===== src/hdl/uswsw_pkg.sv =====
// uswsw_pkg: constants and carrier types for the usb pin single-wire switch
// assumes one 40 MHz system clock and synchronous pin samples
package uswsw_pkg;

  localparam int CNT_W = 20;
  localparam int PHASE_HI = 19;
  localparam int PHASE_LO = 18;
  localparam logic [1:0] PHASE_LOW_START = 2'h2;
  localparam logic [1:0] PHASE_DETECT = 2'h3;
  localparam logic [CNT_W-1:0] CNT_RESET = 20'h00000;
  localparam logic [CNT_W-1:0] CNT_ONE = 20'h00001;
  localparam int LINK_MAX_BPS = 2000000;
  localparam int CLK_HZ = 40000000;
  localparam int BIT_MIN_CYC = (CLK_HZ + LINK_MAX_BPS - 1) / LINK_MAX_BPS;

  typedef enum logic [1:0] {
    USWSW_IDLE = 2'b00,
    USWSW_HIGH = 2'b01,
    USWSW_LOW = 2'b11,
    USWSW_DONE = 2'b10
  } uswsw_state_e;

  typedef struct packed {
    logic dplus;
    logic dminus;
  } uswsw_pins_s;

  typedef struct packed {
    logic out;
    logic oe;
  } uswsw_drive_s;

endpackage


===== src/hdl/uswsw_cnt.sv =====
// uswsw_cnt: free counter for the switch-over sequence
// assumes the caller asserts clear for any malformed level
`timescale 1ns/1ps
`default_nettype none
module uswsw_cnt #(
  // one in silicon; a power of two shortens a long run
  parameter logic [uswsw_pkg::CNT_W-1:0] STEP = uswsw_pkg::CNT_ONE
) (
  input wire logic i_mclk,
  input wire logic i_srst,
  input wire logic i_clear,
  input wire logic i_run,
  output logic [uswsw_pkg::CNT_W-1:0] o_cnt
);
  logic [uswsw_pkg::CNT_W-1:0] next_cnt;

  always_comb begin
    next_cnt = o_cnt;
    if (i_clear) begin
      next_cnt = uswsw_pkg::CNT_RESET;
    end else if (i_run) begin
      // saturate so phase 11 never wraps back to 00
      if (o_cnt[uswsw_pkg::PHASE_HI:uswsw_pkg::PHASE_LO] !=
          uswsw_pkg::PHASE_DETECT) begin
        next_cnt = o_cnt + STEP;
      end
    end
  end

  always_ff @(posedge i_mclk) begin
    if (i_srst) begin
      o_cnt <= uswsw_pkg::CNT_RESET;
    end else begin
      o_cnt <= next_cnt;
    end
  end
endmodule
`default_nettype wire


===== src/hdl/uswsw_top.sv =====
// uswsw_top: detects the d+/d- switch-over sequence and hands the d+ pad
// to the single_wire_slave; assumes pins already synchronous to i_mclk
//
// Overview of operation
// after reset the shared d+ pad carries usb d+, slave only after detect
// sequence is watched only while the detection enable input is 1
// master holds d- high during the whole sequence
// d+ high until counter bits 19:18 reach 10, then low until 11
// detection flag sets when bits 19:18 reach 11 with d+ held low
// on detect, select flag sets and slave data drives the d+ pad
// at 24 MHz the master holds about 22 ms high, 11 ms low
// single-wire link traffic stays at or below 2 Mbps
// slave path is not served in deep sleep or suspend; code only gates the slave oe with i_low_power, o_slave_in still follows d+
// counter restarts on d- low or out-of-order d+ level
`timescale 1ns/1ps
`default_nettype none
module uswsw_top #(
  // counter increment; one in silicon, a power of two shortens a run
  parameter logic [uswsw_pkg::CNT_W-1:0] CNT_STEP = uswsw_pkg::CNT_ONE
) (
  input wire logic i_mclk,
  input wire logic i_srst,
  input wire logic i_detect_en,
  input wire logic i_low_power,
  input wire uswsw_pkg::uswsw_pins_s i_pins,
  input wire logic i_slave_out,
  input wire logic i_slave_oe,
  input wire uswsw_pkg::uswsw_drive_s i_usb_dplus,
  output var uswsw_pkg::uswsw_drive_s o_dplus_pad,
  output logic o_usb_dplus_in,
  output logic o_slave_in,
  output logic o_detect,
  output logic o_select
);
  uswsw_pkg::uswsw_state_e state;
  uswsw_pkg::uswsw_state_e next_state;
  logic next_detect;
  logic next_select;
  logic cnt_clear;
  logic cnt_run;
  logic [1:0] phase;
  logic [uswsw_pkg::CNT_W-1:0] cnt;
  uswsw_pkg::uswsw_drive_s next_pad;
  logic next_usb_in;
  logic next_slave_in;
  logic armed;
  logic dplus_high;
  logic drop_ok;
  logic at_detect;
  logic in_low;
  logic hit;

  assign phase = cnt[uswsw_pkg::PHASE_HI:uswsw_pkg::PHASE_LO];

  // decodes shared by the state and flag groups
  assign armed = i_detect_en && i_pins.dminus;
  assign dplus_high = i_pins.dplus;
  assign drop_ok = (phase == uswsw_pkg::PHASE_LOW_START);
  assign at_detect = (phase == uswsw_pkg::PHASE_DETECT);
  assign in_low = (state == uswsw_pkg::USWSW_LOW);
  assign hit = in_low && armed && !dplus_high && at_detect;

  uswsw_cnt #(
    .STEP(CNT_STEP)
  ) u_cnt (
    .i_mclk(i_mclk),
    .i_srst(i_srst),
    .i_clear(cnt_clear),
    .i_run(cnt_run),
    .o_cnt(cnt)
  );

  // sequence state
  always_comb begin
    next_state = state;
    case (state)
      uswsw_pkg::USWSW_IDLE: begin
        // watch only while armed and d- high
        if (armed && dplus_high) begin
          next_state = uswsw_pkg::USWSW_HIGH;
        end
      end
      uswsw_pkg::USWSW_HIGH: begin
        if (!armed) begin
          next_state = uswsw_pkg::USWSW_IDLE;
        end else if (!dplus_high) begin
          // d+ may drop only while the phase is 10; a drop in phase 11 restarts
          if (drop_ok) begin
            next_state = uswsw_pkg::USWSW_LOW;
          end else begin
            next_state = uswsw_pkg::USWSW_IDLE;
          end
        end
      end
      uswsw_pkg::USWSW_LOW: begin
        if (!armed || dplus_high) begin
          next_state = uswsw_pkg::USWSW_IDLE;
        end else if (at_detect) begin
          next_state = uswsw_pkg::USWSW_DONE;
        end
      end
      uswsw_pkg::USWSW_DONE: begin
        // stays switched until reset; nothing hands the pad back
        next_state = uswsw_pkg::USWSW_DONE;
      end
      default: begin
        next_state = uswsw_pkg::USWSW_IDLE;
      end
    endcase
  end

  always_ff @(posedge i_mclk) begin
    if (i_srst) begin
      state <= uswsw_pkg::USWSW_IDLE;
    end else begin
      state <= next_state;
    end
  end

  // counter control; idle holds it at zero so every try starts clean
  always_comb begin
    cnt_clear = 1'b0;
    cnt_run = 1'b0;
    case (state)
      uswsw_pkg::USWSW_IDLE: begin
        cnt_clear = 1'b1;
      end
      uswsw_pkg::USWSW_HIGH: begin
        cnt_run = 1'b1;
      end
      uswsw_pkg::USWSW_LOW: begin
        cnt_run = 1'b1;
      end
      uswsw_pkg::USWSW_DONE: begin
        // frozen once switched, saves toggling a 20-bit adder
        cnt_run = 1'b0;
      end
      default: begin
        cnt_clear = 1'b1;
      end
    endcase
  end

  // sticky flags
  always_comb begin
    next_detect = o_detect;
    next_select = o_select;
    if (hit) begin
      next_detect = 1'b1;
      next_select = 1'b1;
    end
  end

  always_ff @(posedge i_mclk) begin
    if (i_srst) begin
      o_detect <= 1'b0;
      o_select <= 1'b0;
    end else begin
      o_detect <= next_detect;
      o_select <= next_select;
    end
  end

  // pad drive, registered so every output leaves a flip-flop
  // one flop of lag is far below a 2 Mbps bit, so no rate logic
  always_comb begin
    if (o_select) begin
      // slave released in low power so the pad floats quietly
      next_pad.out = i_slave_out;
      next_pad.oe = i_slave_oe && !i_low_power;
    end else begin
      next_pad = i_usb_dplus;
    end
  end

  always_ff @(posedge i_mclk) begin
    if (i_srst) begin
      o_dplus_pad <= '0;
    end else begin
      o_dplus_pad <= next_pad;
    end
  end

  // d+ return path; the unused side idles high like a released line
  always_comb begin
    if (o_select) begin
      next_usb_in = 1'b1;
      next_slave_in = i_pins.dplus;
    end else begin
      next_usb_in = i_pins.dplus;
      next_slave_in = 1'b1;
    end
  end

  always_ff @(posedge i_mclk) begin
    if (i_srst) begin
      o_usb_dplus_in <= 1'b1;
      o_slave_in <= 1'b1;
    end else begin
      o_usb_dplus_in <= next_usb_in;
      o_slave_in <= next_slave_in;
    end
  end
endmodule
`default_nettype wire


===== config.mk =====
export PLATFORM = sky130hd
export DESIGN_NAME = uswsw_top
export DESIGN_NICKNAME = d
export VERILOG_FILES = /design/src/hdl/uswsw_pkg.sv /design/src/hdl/uswsw_cnt.sv /design/src/hdl/uswsw_top.sv
export SDC_FILE = /design/constraint.sdc
export NUM_CORES = 1
export LEC_CHECK = 0
export BUFFER_PORTS_ARGS = -buffer_cell sky130_fd_sc_hd__clkbuf_2
export CELL_PAD_IN_SITES_DETAIL_PLACEMENT = 1
export CELL_PAD_IN_SITES_GLOBAL_PLACEMENT = 2
export CORE_ASPECT_RATIO = 0.5
export CORE_MARGIN = 8
export CORE_UTILIZATION = 36
export DETAILED_ROUTE_END_ITERATION = 10
export PLACE_DENSITY = 0.79
export SLEW_MARGIN = 20
export SYNTH_ARGS = -nofsm -noshare
export SYNTH_HDL_FRONTEND = slang
export SYNTH_HIERARCHICAL = 1
export SYNTH_SLANG_ARGS = --single-unit

===== constraint.sdc =====
create_clock -name i_mclk -period 4.4 [get_ports i_mclk]
set_clock_uncertainty 0.2 [all_clocks]
set_input_delay 0 -clock i_mclk [delete_from_list [all_inputs] [get_ports i_mclk]]
set_output_delay 0 -clock i_mclk [all_outputs]
set_load 0.1 [all_outputs]

==> metrics.md, run 1 <==
| Metric | Value |
|---|---|
| Run status | `completed` |
| Layout cells sized above 1 | `14.9%` |
| Drt first pass iters | `3` |
| Final Max Slew Viols | `0` |
| First-pass GRT wire length | `5020 microns` |
| CP Max Fanout | `10` |
| Reg2reg path depth | `4` |
| Clock Sinks | `27` |
| Register bit total from synthesis | `27` |
| Critical path required time | `4.40 ns` |
| Pin count of the biggest net entering global routing | `20` |
| Simple-gate share of the synthesized area | `27.1%` |
| RSZ-0062 raised after global routing | `no` |
| Total number of vias | `about 1,100` |
| Total gr overflow | `0` |
| Asr flop ratio synth | `0%` |
| Port Buffers | `15` |
| Vias/cell | `5.23` |
| Sw frac | `22.2%` |
| ANT cells | `0` |
| Worst Hold Class | `reg -> reg` |
| Main combinational cell family by area after synthesis | `simple AND/OR/NAND/NOR gates` |
| Post-CTS setup buffers | `0` |
| DRC violations left | `0` |
| Synth-to-layout area growth | `19.0%` |
| Utilization after layout | `a little over two fifths` |
| Count of max-cap constraint violations | `0` |
| First DRT Iteration DRCs | `40` |
| Crit start category | `flop` |
| Detailed Route WL | `2780 microns` |
| CTS tree | `yes` |
| Post_cts resized | `0` |
| Worst hold path stage count | `2` |
| Tot GR Track Use | `10.7%` |
| Final ANT Viol Nets | `0` |
| Hold Violations, Final | `0` |
| Fin Hold WS | `0.301 ns` |
| Xor/xnor cell area share of the yosys netlist | `5.73%` |
| Initial antenna violation count | `0` |
| Reg clk slew, reported paths | `around 0.090 ns` |
| LEAKAGE | `0.000474 uW` |
| Final #Nets | `173` |
| DP HPWL | `1950 microns` |
| Int Pwr | `322 uW` |
| Root buffer cell | `clkbuf_8` |
| H-tree Lvls | `1` |
| Post-synthesis adder-cell area fraction | `1.02%` |
| Worst slack, placed | `2.12 ns` |
| Critical path arrival | `between 2 and 2.5 ns` |
| Setup-failing EPs final | `0` |
| Chip Height | `about 57 microns` |
| P_sw | `92.0 uW` |
| Vias in the first global route | `between 1,000 and 1,500` |
| Min Tclk post-route | `2.30 ns` |
| Boundary pin count | `16` |
| Tot Pwr | `414 uW` |
| R2R setup slack | `2.10 ns` |
| WS Path Type | `reg -> reg` |
| Comb power frac | `7.3%` |
| Post-synth EDFFs | `0` |
| Worst Slack Setup Final | `2.10 ns` |
| CTS buffer count | `3` |
| Syn Nets | `149` |
| Starting Density | `36.6%` |
| Critical Path Sink Type | `flop` |
| Rel. slew slack | `63.7%` |
| Sequential-to-total area share from yosys stat | `about 44%` |
| Tcrit/Tclk final | `52.4%` |
| # hold bufs at CTS | `11` |
| Mux contribution to synthesized area | `0.818%` |
| Synth Warn # | `6` |
| Clk Latency, worst-skew pair | `0.27 ns` |
| Synth Cell Area | `0.00122 sq mm` |
| Worst vdd ir | `0.105 mV` |
| Syn Inst Count | `between 100 and 150` |
| CTS Buffer Depth | `2` |
| Cell variety after synth | `36` |
| Complex-gate fraction of the synthesized area | `14.5%` |
| Full die area | `0.00563 sq mm` |
| Dominant synthesized flop cell | `dfxtp_1` |
| Rows | `15` |
| Sequential cell fraction of total power | `59.6%` |
| Post-route setup TNS | `0 ns` |
| Die width | `~98 microns` |
| Final Wtd Congestion | `0.727` |
| PwrDens | `around 280 mW/mm^2` |
| Worst Max-Slew Pin Slew | `0.546 ns` |
| Core Area | `0.00334 sq mm` |
| Avg Inst Size Synth | `8.87 sq um` |
| Avg WL per Cell | `13.7 microns` |
| Clock share of power | `33.1%` |
| FMAX | `approximately 0.43 GHz` |
==> path summary, 6_finish.rpt <==
| kind | start | end |
|---|---|---|
| setup / recovery | state[0] | u_cnt/o_cnt[17] |
| hold / removal | u_cnt/o_cnt[17] | u_cnt/o_cnt[17] |
| setup reg to reg | state[0] | u_cnt/o_cnt[17] |
| hold reg to reg | u_cnt/o_cnt[17] | u_cnt/o_cnt[17] |
==> cell usage after synthesis (2+ instances only) <==
master    instances  area (sq um)
xnor2_1           4          35.0
a31oi_1           2          12.5
or4_1             5          37.5
buf_2             2          10.0
nand3_1           6          30.0
o21a_1            2          15.0
clkbuf_1          2          7.51
inv_1             4          15.0
xor2_1            4          35.0
and4_1            2          17.5
dfxtp_1          27           541
nand2_1           9          33.8
o21ai_0           6          30.0
or2_2             2          12.5
nor2_1           12          45.0
o31ai_1           4          30.0
or3_1             8          50.1
a21oi_1          13          65.1
nand4_1           4          25.0
nor3_1            4          20.0
==> logic make-up after synthesis <==
family,after synthesis
AOI/OAI and AO/OA,30
adders and majority gates,1
and+or+nand+nor,59
buffers and inverters,12
xor gates and xnor gates,8
muxes,1
DFF,27
==> per-stage QoR <==
step                instance area (sq um)  instances
floorplan                            1220        138
global placement                     1300        188
detailed placement                   1300        188
CTS                                  1460        203
global route                         1460        203
finish                               1460        203
==> per-layer routing <==
layer | routed length [microns] | GRT usage (%) | share of wire (%)
met3 | 156 | 4.61 | 5.6
met4 | 8 | 1.30 | 0.29
met5 | 0 | 0 | 0
met2 | 1190 | 18.1 | 43
met1 | 1420 | 12.8 | 51
==> layout by cell type (no fill, tap or decap), drive strengths merged, types with 6 or more instances in the layout <==
cell type	count
dlygate4sd3	11
a21oi	13
nand3	6
dfxtp	27
nand2	9
clkbuf	19
or3	9
nor2	12
o21ai	6
==> registers in the layout, indices dropped and copies added (netlist names) <==
name,flops
o_usb_dplus_in,1
o_dplus_pad,2
u_cnt/o_cnt,20
o_slave_in,1
o_select,1
state,2
==> final cells by class <==
| type | instances | area [sq um] |
|---|---|---|
| Multi-Input combinational cell | 99 | 602 |
| Clock buffer | 4 | 45.0 |
| Tap cell | 42 | 52.6 |
| Sequential cell | 27 | 541 |
| Inverter | 5 | 31.3 |
| Timing Repair Buffer | 26 | 185 |
| Fill cell | 398 | 1880 |
==> power groups by stage <==
stage	Sequential [uW]	Clock [uW]	Combinational, uW
detailed placement	252	0	23.7
CTS	247	146	30.3
global placement	252	0	23.3
global route	247	152	32.4
floorplan	263	0	5.12
finish	247	137	30.1
==> worst max-delay path, stage by stage (launching register included) <==
cell and delay [ns]:
dfxtp_1 0.46, a21bo_2 0.30, or4b_1 0.68, or4_1 0.46, a21oi_1 0.15
Power figures use the tool's default switching activity.
==> run 2, diff against run 1 <==
--- a/config.mk
+++ b/config.mk
@@ -10,9 +10,9 @@
 export CELL_PAD_IN_SITES_GLOBAL_PLACEMENT = 2
 export CORE_ASPECT_RATIO = 0.5
 export CORE_MARGIN = 8
-export CORE_UTILIZATION = 36
+export CORE_UTILIZATION = 34
 export DETAILED_ROUTE_END_ITERATION = 10
-export PLACE_DENSITY = 0.79
+export PLACE_DENSITY = 0.75
 export SLEW_MARGIN = 20
 export SYNTH_ARGS = -nofsm -noshare
 export SYNTH_HDL_FRONTEND = slang
==> constraint.sdc (replaced) <==
create_clock -name i_mclk -period 2.2 [get_ports i_mclk]
set_clock_uncertainty 0.2 [all_clocks]
set_input_delay 0 -clock i_mclk [delete_from_list [all_inputs] [get_ports i_mclk]]
set_output_delay 0 -clock i_mclk [all_outputs]
set_load 0.1 [all_outputs]
==> metrics.md, run 2 (synthesis gave the netlist of run 1 again) <==
| Metric | Value |
|---|---|
| Critical path required time | `2.17 ns (was 4.40 ns)` |
| Vias in the first global route | `1,080 (was 1,109)` |
| Top Registers | `u_cnt/o_cnt x20, o_dplus_pad x2, state x2 (unchanged)` |
| Run status | `completed (unchanged)` |
| Port Buffers | `15 (unchanged)` |
| Worst vdd ir | `0.193 mV (was 0.105 mV)` |
| P_sw | `190 uW (was 92.0 uW)` |
| Metal2 WL | `1150 microns (was 1190 microns)` |
| Full die area | `0.00589 sq mm (was 0.00563 sq mm)` |
| Detailed Route WL | `2730 microns (was 2780 microns)` |
| Highest metal used | `met4 (unchanged)` |
| Clk Latency, worst-skew pair | `0.27 ns (about the same)` |
| FMAX | `0.477 GHz (was 0.434 GHz)` |
| Largest register FFs | `20 (unchanged)` |
| Final ANT Viol Nets | `0 (unchanged)` |
| M1 WL | `1370 microns (was 1420 microns)` |
| Root buffer cell | `clkbuf_8 (unchanged)` |
| Tot Pwr | `836 uW (was 414 uW)` |
| Core Area | `0.00343 sq mm (was 0.00334 sq mm)` |
| CTS buffer count | `3 (unchanged)` |
| Boundary pin count | `16 (unchanged)` |
| Worst Max-Slew Pin Slew | `0.551 ns (was 0.546 ns)` |
| Clock Sinks | `27 (unchanged)` |
| WS Path Type | `reg -> reg (unchanged)` |
| Final Wtd Congestion | `0.689 (was 0.727)` |
| DP Cell Count | `205 (was 188)` |
| Total number of vias | `1,092 (was 1,062)` |
| DP HPWL | `1990 microns (was 1950 microns)` |
| H-tree Lvls | `1 (unchanged)` |
| Clock share of power | `33.5% (was 33.1%)` |
| LEAKAGE | `0.000506 uW (was 0.000474 uW)` |
| CP Max Fanout | `6 (was 10)` |
| Rows | `15 (unchanged)` |
| First-pass GRT wire length | `4900 microns (was 5020 microns)` |
| Crit start category | `flop (unchanged)` |
| Worst Slack Setup Final | `0.104 ns (was 2.10 ns)` |
| Sequential cell fraction of total power | `58.9% (was 59.6%)` |
| Critical Path Sink Type | `flop (unchanged)` |
| Count of max-cap constraint violations | `0 (unchanged)` |
| Initial antenna violation count | `0 (unchanged)` |
| Synth-to-layout area growth | `24.6% (was 19.0%)` |
| Comb power frac | `7.6% (was 7.3%)` |
| Total gr overflow | `0 (unchanged)` |
| Critical path arrival | `2.06 ns (was 2.31 ns)` |
| Vias/cell | `4.99 (was 5.23)` |
| Die width | `101 microns (was 98.5 microns)` |
| Hold Violations, Final | `0 (unchanged)` |
| First DRT Iteration DRCs | `35 (was 40)` |
| Pin count of the biggest net entering global routing | `20 (unchanged)` |
| Met3 WL | `192 microns (was 156 microns)` |
| Most frequent cells in the layout | `dfxtp_1, clkbuf_2, a21oi_1, nor2_1, dlygate4sd3_1 (unchanged)` |
| Sw frac | `22.7% (was 22.2%)` |
| Starting Density | `35.6% (was 36.6%)` |
| Worst slack, placed | `0.0571 ns (was 2.12 ns)` |
| Tot GR Track Use | `10.3% (was 10.7%)` |
| Most flop-heavy register | `u_cnt/o_cnt (unchanged)` |
| CTS tree | `yes (unchanged)` |
| CTS Buffer Depth | `2 (unchanged)` |
| Reg clk slew, reported paths | `0.09 ns (about the same)` |
| Non-Filler Instances | `219 (was 203)` |
| Setup-failing EPs final | `0 (unchanged)` |
| Avg WL per Cell | `12.5 microns (was 13.7 microns)` |
| Layout cells sized above 1 | `20.2% (was 14.9%)` |
| Final #Nets | `180 (was 173)` |
| Rel. slew slack | `63.4% (was 63.7%)` |
| DRC violations left | `0 (unchanged)` |
| RSZ-0062 raised after global routing | `no (unchanged)` |
| Final Max Slew Viols | `0 (unchanged)` |
| ANT cells | `0 (unchanged)` |
| Tcrit/Tclk final | `95.3% (was 52.4%)` |
| Post-route setup TNS | `0 ns (unchanged)` |
| Post-Layout Inst Area | `0.00153 sq mm (was 0.00146 sq mm)` |
| Drt first pass iters | `4 (was 3)` |
| Worst Hold Class | `reg -> reg (unchanged)` |
| Int Pwr | `646 uW (was 322 uW)` |
| Chip Height | `58.4 microns (was 57.2 microns)` |
| Area post-placement | `0.00137 sq mm (was 0.00130 sq mm)` |
| Commonest non-fill, non-tap cell in the layout | `dfxtp_1 (unchanged)` |
| PwrDens | `548 mW/mm^2 (was 284 mW/mm^2)` |
| Min Tclk post-route | `2.10 ns (was 2.30 ns)` |
-- run 2: cell count changes in the layout (fill, tap and decap cells not counted) --
cell,change
buf_4,+8
dlygate4sd3_1,-1
or4_1,-1
or4_4,+1
or4b_1,-1
or4b_4,+1
-- run 2: path summary, 6_finish.rpt --
kind                                     start  cells after the start  slack, ns              to
worst max-delay path                  o_select                      4       0.10  o_dplus_pad[1]
worst min register to register  u_cnt/o_cnt[1]                      2       0.30  u_cnt/o_cnt[1]
worst max register to register        o_select                      4       0.10  o_dplus_pad[1]
worst min-delay path            u_cnt/o_cnt[1]                      2       0.30  u_cnt/o_cnt[1]
-- run 2: worst max-delay path, cell delays in order, from the launching register on --
cell and delay (ns):
dfxtp_1 0.43, mux2i_1 0.21, dlygate4sd3_1 0.57, nor2_1 0.04, dlygate4sd3_1 0.54
-- run 2: repair_timing --
item,4_1_cts,5_1_grt
hold endpoints to repair,8,0
hold buffers,10,0
gates resized for setup,0,2
endpoints found under the setup margin,0,6
setup buffers,0,0
-- run 2: power by group through the flow --
stage                     registers (uW)  logic (uW)  clock network [uW]
after floorplan                      526        10.2                   0
after global routing                 493        68.2                 313
after detailed placement             504        49.5                   0
after CTS                            493        63.3                 296
after global placement               504        48.9                   0
final                                493        63.4                 280
-- run 2: cell type report --
cell class                      instances  area (sq um)
Tap cell                               51          63.8
Timing Repair Buffer                   33           235
Fill cell                             426          1910
Multi-Input combinational cell         99           609
Inverter                                5          31.3
Clock buffer                            4          45.0
Sequential cell                        27           541
-- run 2: through the flow --
| stage | hold WS [ns] | util, % |
|---|---|---|
| after floorplan | -0.131 | - |
| after global placement | 0.0385 | 40.0 |
| after detailed placement | 0.0470 | 40.0 |
| after CTS | 0.297 | 44.2 |
| after global routing | 0.328 | 44.4 |
| final | 0.295 | 44.4 |
-- run 2: layer usage --
| layer | global-route usage [%] | vias to the layer above |
|---|---|---|
| met5 | 0 | - |
| met1 | 12.7 | 518 |
| li1 | - | 557 |
| met2 | 16.1 | 15 |
| met4 | 3.19 | 0 |
| met3 | 4.35 | 2 |
==> run 3, diff against run 2 <==
--- a/config.mk
+++ b/config.mk
@@ -6,13 +6,14 @@
 export NUM_CORES = 1
 export LEC_CHECK = 0
 export BUFFER_PORTS_ARGS = -buffer_cell sky130_fd_sc_hd__clkbuf_2
+export CAP_MARGIN = 10
 export CELL_PAD_IN_SITES_DETAIL_PLACEMENT = 1
 export CELL_PAD_IN_SITES_GLOBAL_PLACEMENT = 2
 export CORE_ASPECT_RATIO = 0.5
-export CORE_MARGIN = 8
-export CORE_UTILIZATION = 34
+export CORE_MARGIN = 3
+export CORE_UTILIZATION = 36
 export DETAILED_ROUTE_END_ITERATION = 10
-export PLACE_DENSITY = 0.75
+export PLACE_DENSITY = 0.79
 export SLEW_MARGIN = 20
 export SYNTH_ARGS = -nofsm -noshare
 export SYNTH_HDL_FRONTEND = slang
==> constraint.sdc (replaced) <==
create_clock -name i_mclk -period 2.61 [get_ports i_mclk]
set_clock_uncertainty 0.2 [all_clocks]
set_input_delay 0 -clock i_mclk [delete_from_list [all_inputs] [get_ports i_mclk]]
set_output_delay 0 -clock i_mclk [all_outputs]
set_load 0.1 [all_outputs]
==> metrics.md, run 3 (synthesis gave the netlist of run 1 again) <==
| Metric | Value |
|---|---|
| Sw frac | `22.8% (was 22.7%)` |
| Tcrit/Tclk final | `89.1% (was 95.3%)` |
| LEAKAGE | `0.000474 uW (was 0.000506 uW)` |
| Full die area | `0.00418 sq mm (was 0.00589 sq mm)` |
| Final Max Slew Viols | `0 (unchanged)` |
| Clk Latency, worst-skew pair | `0.27 ns (about the same)` |
| Run status | `completed (unchanged)` |
| RSZ-0062 raised after global routing | `no (unchanged)` |
| Int Pwr | `543 uW (was 646 uW)` |
| Critical Path Sink Type | `flop (unchanged)` |
| Crit start category | `flop (unchanged)` |
| Worst hold path stage count | `2 (unchanged)` |
| R2R Path End | `u_cnt/o_cnt[16] (was o_dplus_pad[1])` |
| Die width | `88.5 microns (was 101 microns)` |
| DP Cell Count | `186 (was 205)` |
| Post-CTS setup buffers | `0 (unchanged)` |
| R2R setup slack | `0.28 ns (was 0.10 ns)` |
| Worst Max-Slew Pin Slew | `0.548 ns (was 0.551 ns)` |
| Critical path arrival | `2.33 ns (was 2.06 ns)` |
| Starting Density | `39.2% (was 35.6%)` |
| Total number of vias | `1,048 (was 1,092)` |
| Initial antenna violation count | `0 (unchanged)` |
| Total gr overflow | `0 (unchanged)` |
| Clock share of power | `33.7% (was 33.5%)` |
| Clock Sinks | `27 (unchanged)` |
| H-tree Lvls | `1 (unchanged)` |
| Tot GR Track Use | `13.7% (was 10.3%)` |
| Worst vdd ir | `0.210 mV (was 0.193 mV)` |
| Setup-failing EPs final | `0 (unchanged)` |
| Final #Nets | `173 (was 180)` |
| WS Path Type | `reg -> reg (unchanged)` |
| ANT cells | `0 (unchanged)` |
| Min Tclk post-route | `2.33 ns (was 2.10 ns)` |
| Critical path required time | `2.61 ns (was 2.17 ns)` |
| Sequential cell fraction of total power | `59.1% (was 58.9%)` |
| Vias/cell | `5.21 (was 4.99)` |
| Post-route setup TNS | `0 ns (unchanged)` |
| DP HPWL | `1870 microns (was 1990 microns)` |
| First-pass GRT wire length | `4310 microns (was 4900 microns)` |
| Commonest non-fill, non-tap cell in the layout | `dfxtp_1 (unchanged)` |
| FILL cells | `384 (was 426)` |
| Final ANT Viol Nets | `0 (unchanged)` |
| PwrDens | `484 mW/mm^2 (was 548 mW/mm^2)` |
| Largest register FFs | `20 (unchanged)` |
| CTS tree | `yes (unchanged)` |
| DRC violations left | `0 (unchanged)` |
| Synth-to-layout area growth | `18.8% (was 24.6%)` |
| Avg WL per Cell | `13.3 microns (was 12.5 microns)` |
| Core Area | `0.00312 sq mm (was 0.00343 sq mm)` |
| CTS Buffer Depth | `2 (unchanged)` |
| First DRT Iteration DRCs | `18 (was 35)` |
| Top Registers | `u_cnt/o_cnt x20, o_dplus_pad x2, state x2 (unchanged)` |
| Layout cells sized above 1 | `14.9% (was 20.2%)` |
| Drt first pass iters | `2 (was 4)` |
| CTS buffer count | `3 (unchanged)` |
| Rel. slew slack | `63.6% (was 63.4%)` |
| Fin Hold WS | `0.300 ns (was 0.295 ns)` |
| WHS Endpoint | `u_cnt/o_cnt[12] (was u_cnt/o_cnt[1])` |
| Reg clk slew, reported paths | `0.09 ns (about the same)` |
| Pin count of the biggest net entering global routing | `20 (unchanged)` |
| Boundary pin count | `16 (unchanged)` |
| Port Buffers | `15 (unchanged)` |
| Chip Height | `47.2 microns (was 58.4 microns)` |
| R2r startpoint | `state[0] (was o_select)` |
| Non-Filler Instances | `201 (was 219)` |
| Most frequent cells in the layout | `dfxtp_1, clkbuf_2, a21oi_1, nor2_1, dlygate4sd3_1 (unchanged)` |
| Startpoint of the worst hold path | `u_cnt/o_cnt[12] (was u_cnt/o_cnt[1])` |
| Reg2reg path depth | `4 (unchanged)` |
| Vias in the first global route | `944 (was 1,080)` |
| Detailed Route WL | `2680 microns (was 2730 microns)` |
| Worst Hold Class | `reg -> reg (unchanged)` |
| Rows | `14 (was 15)` |
| CP Max Fanout | `10 (was 6)` |
| Comb power frac | `7.2% (was 7.6%)` |
| Final Wtd Congestion | `0.732 (was 0.689)` |
| Count of max-cap constraint violations | `0 (unchanged)` |
| Root buffer cell | `clkbuf_8 (unchanged)` |
| FMAX | `0.430 GHz (was 0.477 GHz)` |
| P_sw | `160 uW (was 190 uW)` |
| Most flop-heavy register | `u_cnt/o_cnt (unchanged)` |
| Hold Violations, Final | `0 (unchanged)` |
run 3: cell types whose count changed in the layout (fill, tap and decap cells not counted):
cell	before	now
or4_1	4	5
or4b_4	1	0
or4b_1	0	1
dlygate4sd3_1	10	11
or4_4	1	0
buf_4	8	0
run 3: cell type report:
class | instances | area, sq um | area share [%]
multi-input cells | 99 | 602 | 41.4
clock buffers | 4 | 45.0 | 3.10
flip-flops and latches | 27 | 541 | 37.2
repair buffers | 26 | 185 | 12.7
well taps | 40 | 50.0 | 3.44
inverters | 5 | 31.3 | 2.15
run 3: worst max path at each step:
stage               startpoint         endpoint  slack (ns)  depth (start not counted)
global placement      state[0]  u_cnt/o_cnt[18]        0.38                          4
global route          state[0]  u_cnt/o_cnt[15]        0.19                          4
detailed placement    state[0]  u_cnt/o_cnt[17]        0.31                          4
floorplan             state[0]  u_cnt/o_cnt[15]        0.45                          6
finish                state[0]  u_cnt/o_cnt[16]        0.28                          4
CTS                   state[0]  u_cnt/o_cnt[17]        0.30                          4
run 3: stage by stage:
stage | worst slack (ns) | power [uW] | cell area [sq um] | util [%]
6_report | 0.285 | 704 | 1450 | 46.6
5_1_grt | 0.186 | 742 | 1450 | 46.6
4_1_cts | 0.297 | 717 | 1450 | 46.6
3_5_place_dp | 0.310 | 465 | 1300 | 41.7
3_3_place_gp | 0.379 | 464 | 1300 | 41.7
2_1_floorplan | 0.448 | 452 | 1220 | -
run 3: critical path: stages, from the launching register on:
cell and delay, ns:
dfxtp_1 0.45, a21bo_2 0.30, or4_1 0.70, or4_1 0.46, a21oi_1 0.15
run 3: layer usage:
metal	share of wire, %	GRT usage [%]	vias up
li1	-	-	541
met5	0	0	-
met1	55	17.7	489
met4	0.45	2.71	0
met2	40	22.3	16
met3	4.6	5.43	2
run 3: repair_timing:
item,in CTS,in global routing
resized for setup,0,0
endpoints found under the hold margin,8,0
hold buffers,11,0
run 3: power by group through the flow:
stage,clock [uW],sequential [uW],combinational (uW)
global route,272,416,54.0
finish,237,416,50.6
global placement,0,425,39.0
detailed placement,0,425,39.6
floorplan,0,444,8.64
CTS,251,416,50.6
